## config.mk

```make
export PLATFORM = sky130hd
export DESIGN_NAME = ssc_device_flat
export DESIGN_NICKNAME = d
export VERILOG_FILES = /design/src/hdl/ssc_pkg.sv /design/src/hdl/ssc_if.sv /design/src/hdl/ssc_sar_core.sv /design/src/hdl/ssc_device.sv /design/src/flat_wrapper.sv
export SDC_FILE = /design/constraint.sdc
export NUM_CORES = 1
export LEC_CHECK = 0
export BUFFER_PORTS_ARGS = -buffer_cell sky130_fd_sc_hd__buf_4
export CAP_MARGIN = 20
export CORE_MARGIN = 2
export CORE_UTILIZATION = 45
export DETAILED_ROUTE_END_ITERATION = 6
export PLACE_DENSITY_LB_ADDON = 0.05
export SYNTH_ARGS = -nofsm -noshare
export SYNTH_HDL_FRONTEND = slang
export SYNTH_SLANG_ARGS = --single-unit
```

## constraint.sdc

```tcl
create_clock -name clk_sys -period 2.33 [get_ports clk_sys]
set_clock_uncertainty 0.05 [all_clocks]
set_input_delay 0.3495 -clock clk_sys [delete_from_list [all_inputs] [get_ports clk_sys]]
set_output_delay 0.3495 -clock clk_sys [all_outputs]
set_load 0.1 [all_outputs]
```

## src/hdl/ssc_pkg.sv

```systemverilog
// Package of constants and types for the sampling converter control link
// Function
// - Trigger high keeps sample/hold tracking input
// - Host holds trigger high 4 or 5 us
// - Bypassed sample/hold needs 100 ns trigger pulse
// - Trigger fall: hold, reset sequencer, start conversion
// - Triggers ignored until conversion completes
// - Start word: MSB low, others high
// - Status high throughout the conversion
// - One bit low per internal clock, MSB first
// - One clock per bit, 14 or 15 cycles
// - Status falls after last bit, within limit
// - Host enables output buffers after status falls
// - Host reads result while next sample acquires; ssc_host reads it before raising the next trigger
// - Host conversion rate at most 25/20 kHz
// - Straight, offset binary or two's complement coding
// - Trigger and sample/hold control may be joined
// - Host switches channels at sample/hold edges; ssc_host has no channel select and switches none
// - Result read as word or two enabled bytes
// - True MSB binary, complement MSB two's complement
package ssc_pkg;
    // =========================================================
    // Widths and system clock rate
    localparam int RES_BITS = 15;
    localparam int BYTE_BITS = 8;
    localparam int BIT_IDX_W = 4;
    localparam int CLK_MHZ = 50;
    // =========================================================
    // Timing, in their own units, then cycles at 50 MHz
    localparam int T_ACQ14_US = 4;
    localparam int T_ACQ15_US = 5;
    localparam int T_TRIG_MIN_NS = 100;
    localparam int T_CONV14_US = 35;
    localparam int T_CONV15_US = 44;
    localparam int T_RATE14_KHZ = 25;
    localparam int T_RATE15_KHZ = 20;
    localparam int ACQ14_CYC = T_ACQ14_US * CLK_MHZ;
    localparam int ACQ15_CYC = T_ACQ15_US * CLK_MHZ;
    localparam int TRIG_MIN_CYC = (T_TRIG_MIN_NS * CLK_MHZ + 999) / 1000;
    localparam int CONV14_CYC = T_CONV14_US * CLK_MHZ;
    localparam int CONV15_CYC = T_CONV15_US * CLK_MHZ;
    localparam int PERIOD14_CYC = (CLK_MHZ * 1000) / T_RATE14_KHZ;
    localparam int PERIOD15_CYC = (CLK_MHZ * 1000) / T_RATE15_KHZ;
    // Internal bit clock divide: one bit decision per this many cycles
    localparam int BIT_DIV_CYC = 100;
    localparam int DIV_W = 12;
    // =========================================================
    // Reset values
    localparam logic [RES_BITS-1:0] RESULT_RST = 15'h0000;
    localparam logic [BIT_IDX_W-1:0] BIT_IDX_RST = 4'h0;
    // =========================================================
    // Coding selection
    typedef enum logic [1:0] {
        SSC_CODE_BINARY = 2'h0,
        SSC_CODE_OFFSET = 2'h1,
        SSC_CODE_TWOS = 2'h2
    } ssc_code_e;
endpackage

```

## src/hdl/ssc_if.sv

```systemverilog
// Interface joining the converter control and its bus host
`timescale 1ns/1ps
`default_nettype none
interface ssc_if;
    logic                          trigger;
    logic                          sh_control;
    logic                          status;
    logic                          high_byte_output_enable;
    logic                          low_byte_output_enable;
    logic [ssc_pkg::BYTE_BITS-1:0] data_out;
    logic                          data_oe;
    logic [ssc_pkg::BYTE_BITS-1:0] data_hi_out;
    logic                          data_hi_oe;
    modport device (
        input  trigger, sh_control, high_byte_output_enable, low_byte_output_enable,
        output status, data_out, data_oe, data_hi_out, data_hi_oe
    );
    modport host (
        output trigger, sh_control, high_byte_output_enable, low_byte_output_enable,
        input  status, data_out, data_oe, data_hi_out, data_hi_oe
    );
endinterface
`default_nettype wire

```

## src/hdl/ssc_sar_core.sv

```systemverilog
// Successive approximation sequencer with its internal bit clock
`timescale 1ns/1ps
`default_nettype none
module ssc_sar_core (
    // Clock and reset
    input  wire logic                         clk_sys,
    input  wire logic                         reset,
    // Control
    input  wire logic                         start,
    input  wire logic                         wide,
    input  wire logic                         comp_keep,
    // State
    output logic                              busy,
    output logic [ssc_pkg::RES_BITS-1:0]      word,
    output logic [ssc_pkg::BIT_IDX_W-1:0]     bit_idx,
    output logic                              bit_tick
);
    logic [ssc_pkg::DIV_W-1:0] div;

    // =========================================================
    // Internal clock: rising edge modelled as a periodic tick
    always_ff @(posedge clk_sys) begin
        if (reset || start || !busy) begin
            div <= '0;
        end else if (div == ssc_pkg::DIV_W'(ssc_pkg::BIT_DIV_CYC - 1)) begin
            div <= '0;
        end else begin
            div <= div + 1'b1;
        end
    end
    assign bit_tick = busy && !start && (div == ssc_pkg::DIV_W'(ssc_pkg::BIT_DIV_CYC - 1));

    // =========================================================
    // Trial word and bit decisions
    always_ff @(posedge clk_sys) begin
        if (reset) begin
            busy    <= 1'b0;
            word    <= ssc_pkg::RESULT_RST;
            bit_idx <= ssc_pkg::BIT_IDX_RST;
        end else if (start) begin
            busy    <= 1'b1;
            // MSB low, rest high as the first trial
            word    <= wide ? 15'h3fff : 15'h1fff;
            bit_idx <= wide ? 4'he : 4'hd;
        end else if (bit_tick) begin
            // Decide current bit, switch next bit low
            word[bit_idx] <= comp_keep;
            if (bit_idx != 4'h0) begin
                word[bit_idx - 4'h1] <= 1'b0;
                bit_idx <= bit_idx - 4'h1;
            end else begin
                busy <= 1'b0;
            end
        end
    end
endmodule
`default_nettype wire

```

## src/hdl/ssc_device.sv

```systemverilog
// Converter end: trigger handling, sample/hold, status and byte buffers
`timescale 1ns/1ps
`default_nettype none
module ssc_device (
    // Clock and reset
    input  wire logic                        clk_sys,
    input  wire logic                        reset,
    // Link
    ssc_if.device                            link,
    // User side: analog comparator and straps
    input  wire logic                        comp_keep,
    input  wire logic                        wide,
    input  wire logic                        bipolar,
    input  wire logic                        twos_sel,
    output logic                             sh_sampling,
    output logic [ssc_pkg::BIT_IDX_W-1:0]    bit_under_test
);
    logic                           trig_q;
    logic                           start;
    logic                           busy;
    logic                           bit_tick;
    logic [ssc_pkg::RES_BITS-1:0]   word;
    logic [ssc_pkg::BIT_IDX_W-1:0]  bit_idx;
    logic [ssc_pkg::RES_BITS-1:0]   coded;
    logic [ssc_pkg::RES_BITS-1:0]   next_coded;

    // =========================================================
    // Trigger falling edge, ignored during a conversion
    always_ff @(posedge clk_sys) begin
        if (reset) begin
            trig_q <= 1'b0;
        end else begin
            trig_q <= link.trigger;
        end
    end
    assign start = trig_q && !link.trigger && !busy;

    ssc_sar_core u_core (
        .clk_sys   (clk_sys),
        .reset     (reset),
        .start     (start),
        .wide      (wide),
        .comp_keep (comp_keep),
        .busy      (busy),
        .word      (word),
        .bit_idx   (bit_idx),
        .bit_tick  (bit_tick)
    );

    // =========================================================
    // Sample/hold follows its control while idle; hold from start
    always_ff @(posedge clk_sys) begin
        if (reset) begin
            sh_sampling <= 1'b0;
        end else begin
            sh_sampling <= link.sh_control && !busy && !start;
        end
    end

    always_ff @(posedge clk_sys) begin
        if (reset) begin
            bit_under_test <= ssc_pkg::BIT_IDX_RST;
            link.status    <= 1'b0;
        end else begin
            bit_under_test <= bit_idx;
            // High from start to last decision
            link.status    <= start || (busy && !(bit_tick && bit_idx == 4'h0));
        end
    end

    // =========================================================
    // Output coding: complement MSB gives two's complement
    always_comb begin
        next_coded = wide ? word : {1'b0, word[13:0]};
        if (bipolar && twos_sel) begin
            if (wide) begin
                next_coded[14] = ~word[14];
            end else begin
                next_coded[13] = ~word[13];
            end
        end
    end

    // Final one cycle after status falls; held until the next accepted start or a strap change
    always_ff @(posedge clk_sys) begin
        if (reset) begin
            coded <= ssc_pkg::RESULT_RST;
        end else begin
            coded <= next_coded;
        end
    end

    // =========================================================
    // Byte buffers, each driven only with its own enable
    always_ff @(posedge clk_sys) begin
        if (reset) begin
            link.data_out    <= '0;
            link.data_oe     <= 1'b0;
            link.data_hi_out <= '0;
            link.data_hi_oe  <= 1'b0;
        end else begin
            link.data_out    <= coded[7:0];
            link.data_oe     <= link.low_byte_output_enable;
            link.data_hi_out <= {1'b0, coded[14:8]};
            link.data_hi_oe  <= link.high_byte_output_enable;
        end
    end
endmodule
`default_nettype wire

```

## src/flat_wrapper.sv

```systemverilog
// flat-port wrapper written by rule: the top's interface ports become plain ports
module ssc_device_flat 
  (clk_sys, reset, comp_keep, wide, bipolar, twos_sel, sh_sampling, bit_under_test, link_trigger, link_sh_control, link_high_byte_output_enable, link_low_byte_output_enable, link_status, link_data_out, link_data_oe, link_data_hi_out, link_data_hi_oe);
  ssc_if link_i ();
  input  wire logic clk_sys;
  input  wire logic reset;
  input  wire logic comp_keep;
  input  wire logic wide;
  input  wire logic bipolar;
  input  wire logic twos_sel;
  output logic sh_sampling;
  output logic [ssc_pkg::BIT_IDX_W-1:0] bit_under_test;
  input wire logic [$bits(link_i.trigger)-1:0] link_trigger;
  input wire logic [$bits(link_i.sh_control)-1:0] link_sh_control;
  input wire logic [$bits(link_i.high_byte_output_enable)-1:0] link_high_byte_output_enable;
  input wire logic [$bits(link_i.low_byte_output_enable)-1:0] link_low_byte_output_enable;
  output wire logic [$bits(link_i.status)-1:0] link_status;
  output wire logic [$bits(link_i.data_out)-1:0] link_data_out;
  output wire logic [$bits(link_i.data_oe)-1:0] link_data_oe;
  output wire logic [$bits(link_i.data_hi_out)-1:0] link_data_hi_out;
  output wire logic [$bits(link_i.data_hi_oe)-1:0] link_data_hi_oe;
  assign link_i.trigger = link_trigger;
  assign link_i.sh_control = link_sh_control;
  assign link_i.high_byte_output_enable = link_high_byte_output_enable;
  assign link_i.low_byte_output_enable = link_low_byte_output_enable;
  assign link_status = link_i.status;
  assign link_data_out = link_i.data_out;
  assign link_data_oe = link_i.data_oe;
  assign link_data_hi_out = link_i.data_hi_out;
  assign link_data_hi_oe = link_i.data_hi_oe;
  ssc_device u_core (.clk_sys(clk_sys), .reset(reset), .link(link_i), .comp_keep(comp_keep), .wide(wide), .bipolar(bipolar), .twos_sel(twos_sel), .sh_sampling(sh_sampling), .bit_under_test(bit_under_test));
endmodule
```

==> metrics, run 1 <==
status=finished clean; Crit Path Max Fanout=19; Initial Util=47.3%; fin nets=362; clock network power share=47.4%; Worst slew margin=59.9%; Fin. Hold Viols=0; Worst VDD drop=0.000342 V; FF-to-FF End=u_core.u_core.word[8]$_SDFFE_PP0P_; top-count cell post-synth=dfxtp_1; pre-CTS WS=0.288 ns; Core Region=6420 µm²; final worst path period share=89.3%; Main synth FF type=dfxtp_1; All-Layer GR Usage=17.4%; Pwr Density=822 nW/µm²; Post-Route WL=5.96 mm; timing-limited maximum frequency=481 MHz; Clock transition at path regs=0.08 ns; Simple-Gate Fraction of Synth Area=25.1%; RSZ-0062 raised after global routing=false; number of flops mapped to enable cells by yosys=0; setup slack, reg-to-reg=0.25 ns; port buffer count=32; maxcap violations=0; post-synthesis mux area share=3.21%; dominant cells by area after synthesis=dfxtp_1 (47%), nor2b_1 (8.0%), a21oi_1 (3.8%); Cell Area, Synth=3040 µm²; via count=2293; GP Congestion=0.837; DR pass1 iterations=4; Fillers=584; Initial DRC Count=63; Worst setup EP type=flip-flop; CTS root buf=clkbuf_8; area grow syn2layout=18.6%; Sink Count=71; Commonest cells post-synth=dfxtp_1 (71), nor2b_1 (39), nor2_1 (24); I/O pin cnt=34; hpwl dp=3.89 mm; combinational share of power=9.4%; worst path required time=2.54 ns; CP Launch Type=flip-flop; cell area after layout=3600 µm²; Seq cells post-synth=71; Post-DRT Antenna Nets=0; Switching Power=0.688 mW; layout cell share with drive strength beyond 1=19.3%; Synth Instances=320; clock buffer count from CTS=9; Register Area=1420 µm²; gr ovfl total=0; vias in the first global route=2136; Die ar.=7420 µm²; Horiz. Die Dim=86.1 µm; Site Rows=29; CTS tree=built; pins over their slew limit=0; adder-cell share of the synthesized area=2.06%; H-Tree Depth=3; WP data arrival=2.29 ns; minimum clock period=2.08 ns; share of the synthesized area in the top cell type=46.8%; largest net degree at the start of global routing=32; die height=86.1 µm; synth unique cells=51; Via density=5.34; Multi-input gate area=1470 µm²; sw frac=23.2%; Yosys warning count=0; largest family of logic cells by synthesized area=simple AND/OR/NAND/NOR gates; largest area contributor in the netlist=dfxtp_1; Post-CTS Setup Bufs=0; hold_buf cts=0; Util after Layout=56.1%; Setup WS post-layout=0.249 ns; Post-Syn Area per Cell=9.49 µm²; clk buf depth=2; P_int=2.27 mW; Area after DPL=3310 µm²; net count after synthesis=335; hold path depth=2; Leak=1.36 nW; Worst Hold Launch=link_high_byte_output_enable; Setup violations, final=0; Synth Area in XOR/XNOR=3.17%; RR Startpoint=u_core.u_core.bit_idx[0]$_SDFFE_PP0P_; first-pass GRT wire length=10.1 mm; n_diodes=0; Worst Hold End=u_core.link.data_hi_oe$_SDFF_PP0_; Final Power=2.96 mW; DRC=0; WL/cell=13.9 µm; Reg power frac=43.2%; hold crit path type=in2reg; Synth Area in Compound Gates=14.6%; number of cells upsized or downsized after cts=0; Seq/Total Area, Yosys=46.8%; Slew @ Worst Pin=0.601 ns; WS Path Type=reg2reg; initial antenna violation count=0; worst-skew pair later-pin latency=0.34 ns; Async SR Flop Fraction=0%; setup_tns=0 ns; FF-to-FF path depth=6
metrics by stage:
| step | hold WS, ns | std cells |
|---|---|---|
| 5_1_grt | 0.151 | 429 |
| 6_report | 0.168 | 429 |
| 3_3_place_gp | 0.369 | 413 |
| 2_1_floorplan | 0.364 | 320 |
| 4_1_cts | 0.149 | 429 |
| 3_5_place_dp | 0.370 | 413 |
cell families (layout without fill, tap and decap cells):
logic type / Yosys count / count (layout)
XOR/XNOR: 11 / 11
buffers and inverters: 31 / 63
flip-flops: 71 / 71
multiplexers: 9 / 9
AO/OA/AOI/OAI: 64 / 64
AND/OR/NAND/NOR: 128 / 128
adder cells (fa/ha/maj): 5 / 5
other: 1 / 1
worst max-delay path, stage by stage, from the launching register on:
cell and delay (ns):
dfxtp_1 0.36, inv_1 0.13, ha_1 0.55, nor2b_1 0.13
a211o_1 0.31, a32o_1 0.25, a211oi_1 0.21
sequential cells by signal, summed over array words and instances (netlist names), 4 cells and up:
name / cells
u_core.link.data_hi_out: 7
u_core.coded: 15
u_core.u_core.div: 12
u_core.u_core.bit_idx: 4
u_core.bit_under_test: 4
u_core.link.data_out: 8
u_core.u_core.word: 15
how the worst max path moves through the flow:
stage / end / from / slack (ns) / cells after the start
2_1_floorplan: u_core.u_core.word[8]$_SDFFE_PP0P_ / u_core.u_core.bit_idx[0]$_SDFFE_PP0P_ / 0.55 / 7
3_3_place_gp: u_core.u_core.word[8]$_SDFFE_PP0P_ / u_core.u_core.bit_idx[0]$_SDFFE_PP0P_ / 0.37 / 6
3_5_place_dp: u_core.u_core.word[8]$_SDFFE_PP0P_ / u_core.u_core.bit_idx[0]$_SDFFE_PP0P_ / 0.29 / 6
4_1_cts: u_core.u_core.word[8]$_SDFFE_PP0P_ / u_core.u_core.bit_idx[0]$_SDFFE_PP0P_ / 0.27 / 6
5_1_grt: u_core.u_core.word[5]$_SDFFE_PP0P_ / u_core.u_core.bit_idx[0]$_SDFFE_PP0P_ / 0.08 / 6
6_report: u_core.u_core.word[8]$_SDFFE_PP0P_ / u_core.u_core.bit_idx[0]$_SDFFE_PP0P_ / 0.25 / 6
per-layer routing:
| layer | share of wire [%] | global-route usage (%) | routed length [µm] |
|---|---|---|---|
| met1 | 51 | 24.0 | 3030 |
| met2 | 45 | 25.3 | 2660 |
| met3 | 2.9 | 3.27 | 175 |
| met4 | 1.7 | 10.1 | 101 |
| met5 | 0 | 0 | 0 |
cells in the final DEF (no fill, tap or decap), drive strengths merged, types with 2 or more instances in the layout:
cell type,Yosys,final
a21oi,23,23
nor3b,7,7
nand3,10,10
nand4,9,9
mux2,6,6
nand2,13,13
nor4b,3,3
o211ai,3,3
nor2b,39,39
o2111ai,4,4
xnor2,4,4
inv,7,8
and4,2,2
a32o,2,2
a31oi,6,6
and2,2,2
a311oi,4,4
a211o,3,3
a211oi,6,6
buf,9,40
nor3,5,5
bufinv,0,5
o31ai,2,2
mux2i,3,3
nor2,24,24
o22ai,2,2
xor2,7,7
o21ai,4,4
dfxtp,71,71
ha,5,5
and3,2,2
or3,2,2
nand3b,6,6
clkbuf,15,9
final cells by class:
cell class / instances / area share [%]
repair buffers: 40 / 8.34
flip-flops and latches: 71 / 39.5
well taps: 77 / 2.68
clock buffers: 9 / 3.44
inverters: 7 / 0.730
clock inverters: 7 / 4.66
multi-input cells: 218 / 40.7
power by group through the flow:
stage / sequential [mW] / combinational, mW / clock [mW]
finish: 1.28 / 0.278 / 1.40
global route: 1.29 / 0.302 / 1.48
global placement: 1.31 / 0.277 / 0
CTS: 1.28 / 0.279 / 1.44
detailed placement: 1.31 / 0.278 / 0
floorplan: 1.38 / 0.139 / 0
Power figures use the tool's default switching activity.
==> inputs of run 2 (changes only) <==
--- a/config.mk
+++ b/config.mk
@@ -11,6 +11,7 @@
 export CORE_UTILIZATION = 45
 export DETAILED_ROUTE_END_ITERATION = 6
 export PLACE_DENSITY_LB_ADDON = 0.05
+export REMOVE_ABC_BUFFERS = 1
 export SYNTH_ARGS = -nofsm -noshare
 export SYNTH_HDL_FRONTEND = slang
 export SYNTH_SLANG_ARGS = --single-unit
==> run 2 against run 1 <==
  * Flip-flop and latch count unchanged
  * First-iteration DRC count increased by 83%
  * Combinational power about the same
  * Count of clock-buffer cells in the layout grew 2
  * Wire length grew 0.69%
  * Worst hold slack got worse by 0.0044 ns
  * Critical path type unchanged
  * Sequential power hardly changed
  * Core utilization decreased by 1.3 points
  * Register-to-register slack about the same
  * Worst setup slack got worse by 0.0075 ns
  * Critical endpoint unchanged
  * Cell count increased by 0.47%
==> metrics, run 2 (synthesis gave the netlist of run 1 again) <==
WS Path Type=reg2reg; Clock transition at path regs=0.08 ns; timing-limited maximum frequency=479 MHz; Setup WS post-layout=0.242 ns; Reg power frac=52.0%; CP Launch Type=flip-flop; worst path required time=2.53 ns; Site Rows=29; Pwr Density=698 nW/µm²; RR Startpoint=u_core.u_core.bit_idx[0]$_SDFFE_PP0P_; Final Power=2.46 mW; initial antenna violation count=0; hold path depth=2; hpwl dp=3.84 mm; cell area after layout=3520 µm²; die height=86.1 µm; Fin. Hold Viols=0; Via density=5.29; Worst setup EP type=flip-flop; GP Congestion=0.768; minimum clock period=2.09 ns; number of cells upsized or downsized after cts=0; P_int=1.78 mW; layout cell share with drive strength beyond 1=19.8%; FF-to-FF path depth=6; Leak=1.33 nW; grt met1 use=23.3%; Core Region=6420 µm²; setup slack, reg-to-reg=0.24 ns; worst stage delay on the critical path=0.56 ns; pins over their slew limit=0; DRC=0; Die ar.=7420 µm²; CTS root buf=clkbuf_8; clock network power share=36.6%; non-filler cells, final=431; Initial DRC Count=115; CP Cell Sequence=inv_1, ha_1, nor2b_1, a211o_1, a32o_1, a211oi_1; Hold Slack=0.163 ns; hold crit path type=in2reg; All-Layer GR Usage=17.5%; Multi-input gate area=1470 µm²; Worst Hold Launch=link_high_byte_output_enable; Initial Util=47.3%; Setup violations, final=0; CTS tree=built; Fillers=611; WP data arrival=2.29 ns; worst-skew pair later-pin latency=0.34 ns; Post-DRT Antenna Nets=0; status=finished clean; combinational share of power=11.4%; FF-to-FF End=u_core.u_core.word[8]$_SDFFE_PP0P_; Util after Layout=54.8%; Slew @ Worst Pin=0.727 ns; Worst Hold End=u_core.link.data_hi_oe$_SDFF_PP0_; fin nets=364; met2 usage in global routing=27.0%; Horiz. Die Dim=86.1 µm; Post-CTS Setup Bufs=0; final worst path period share=89.6%; setup_tns=0 ns; sw frac=27.4%; vias in the first global route=2156; RSZ-0062 raised after global routing=false; Switching Power=0.673 mW; Worst VDD drop=0.000373 V; Sink Count=71; Most Used Layer, Global Route=met2; Register Area=1420 µm²; GR Util met3=2.98%; commonest non-fill, non-tap cells in the layout=dfxtp_1 (71), buf_4 (41), nor2b_1 (39); Crit Path Max Fanout=19; clk buf depth=2; area grow syn2layout=15.9%; WL/cell=13.9 µm; placed insts=415; clock buffer count from CTS=9; Crit-path slowest cell=ha_1; largest net degree at the start of global routing=35; hold_buf cts=0; DR pass1 iterations=4; biggest regs=u_core.coded x15, u_core.u_core.word x15, u_core.u_core.div x12; via count=2278; first-pass GRT wire length=10.2 mm; Worst slew margin=51.4%; maxcap violations=0; I/O pin cnt=34; commonest non-fill, non-tap cell in the layout=dfxtp_1; Area after DPL=3340 µm²; gr ovfl total=0; port buffer count=32; H-Tree Depth=3; pre-CTS WS=0.294 ns; Post-Route WL=6.00 mm; n_diodes=0
[run 2: cell count changes in the layout (fill, tap and decap cells not counted), sizes merged]
| cell | delta |
|---|---|
| clkinv | +2 |
| clkinvlp | +1 |
| bufinv | -5 |
| clkbuf | +2 |
| buf | +2 |
[run 2: final cells by class]
| type | instances | area share (%) |
|---|---|---|
| inverters | 7 | 0.747 |
| clock inverters | 5 | 0.889 |
| well taps | 77 | 2.74 |
| multi-input cells | 218 | 41.6 |
| flip-flops and latches | 71 | 40.4 |
| repair buffers | 42 | 9.31 |
| clock buffers | 11 | 4.30 |
[run 2: worst max-delay path by stage]
stage                                           from                             endpoint  slack, ns  cells past startpoint
2_1_floorplan        u_core.u_core.div[0]$_SDFF_PP0_  u_core.u_core.word[12]$_SDFFE_PP0P_       0.29                      5
3_3_place_gp   u_core.u_core.bit_idx[0]$_SDFFE_PP0P_   u_core.u_core.word[8]$_SDFFE_PP0P_       0.36                      6
3_5_place_dp   u_core.u_core.bit_idx[0]$_SDFFE_PP0P_   u_core.u_core.word[8]$_SDFFE_PP0P_       0.29                      6
4_1_cts        u_core.u_core.bit_idx[0]$_SDFFE_PP0P_   u_core.u_core.word[8]$_SDFFE_PP0P_       0.26                      6
5_1_grt        u_core.u_core.bit_idx[0]$_SDFFE_PP0P_   u_core.u_core.word[8]$_SDFFE_PP0P_       0.11                      6
6_report       u_core.u_core.bit_idx[0]$_SDFFE_PP0P_   u_core.u_core.word[8]$_SDFFE_PP0P_       0.24                      6
[run 2: per-layer routing]
metal / up-vias / wire, µm / share of wire [%]
met4: 0 / 89 / 1.5
li1: 1185 / - / -
met2: 40 / 2800 / 47
met1: 1046 / 2900 / 48
met3: 7 / 210 / 3.5
met5: - / 0 / 0
[run 2: power groups by stage]
stage	sequential [mW]	combinational, mW	clock, mW
floorplan	1.38	0.113	0
finish	1.28	0.280	0.900
global placement	1.31	0.280	0
CTS	1.28	0.282	0.938
detailed placement	1.31	0.281	0
global route	1.28	0.304	0.978
[run 2: critical path, delay by kind of cell, from the launching register on]
family / cells / cell delay (ns)
AO/OA/AOI/OAI: 3 / 0.79
AND/OR/NAND/NOR: 1 / 0.12
buffers and inverters: 1 / 0.13
flip-flops: 1 / 0.35
adder cells (fa/ha/maj): 1 / 0.56
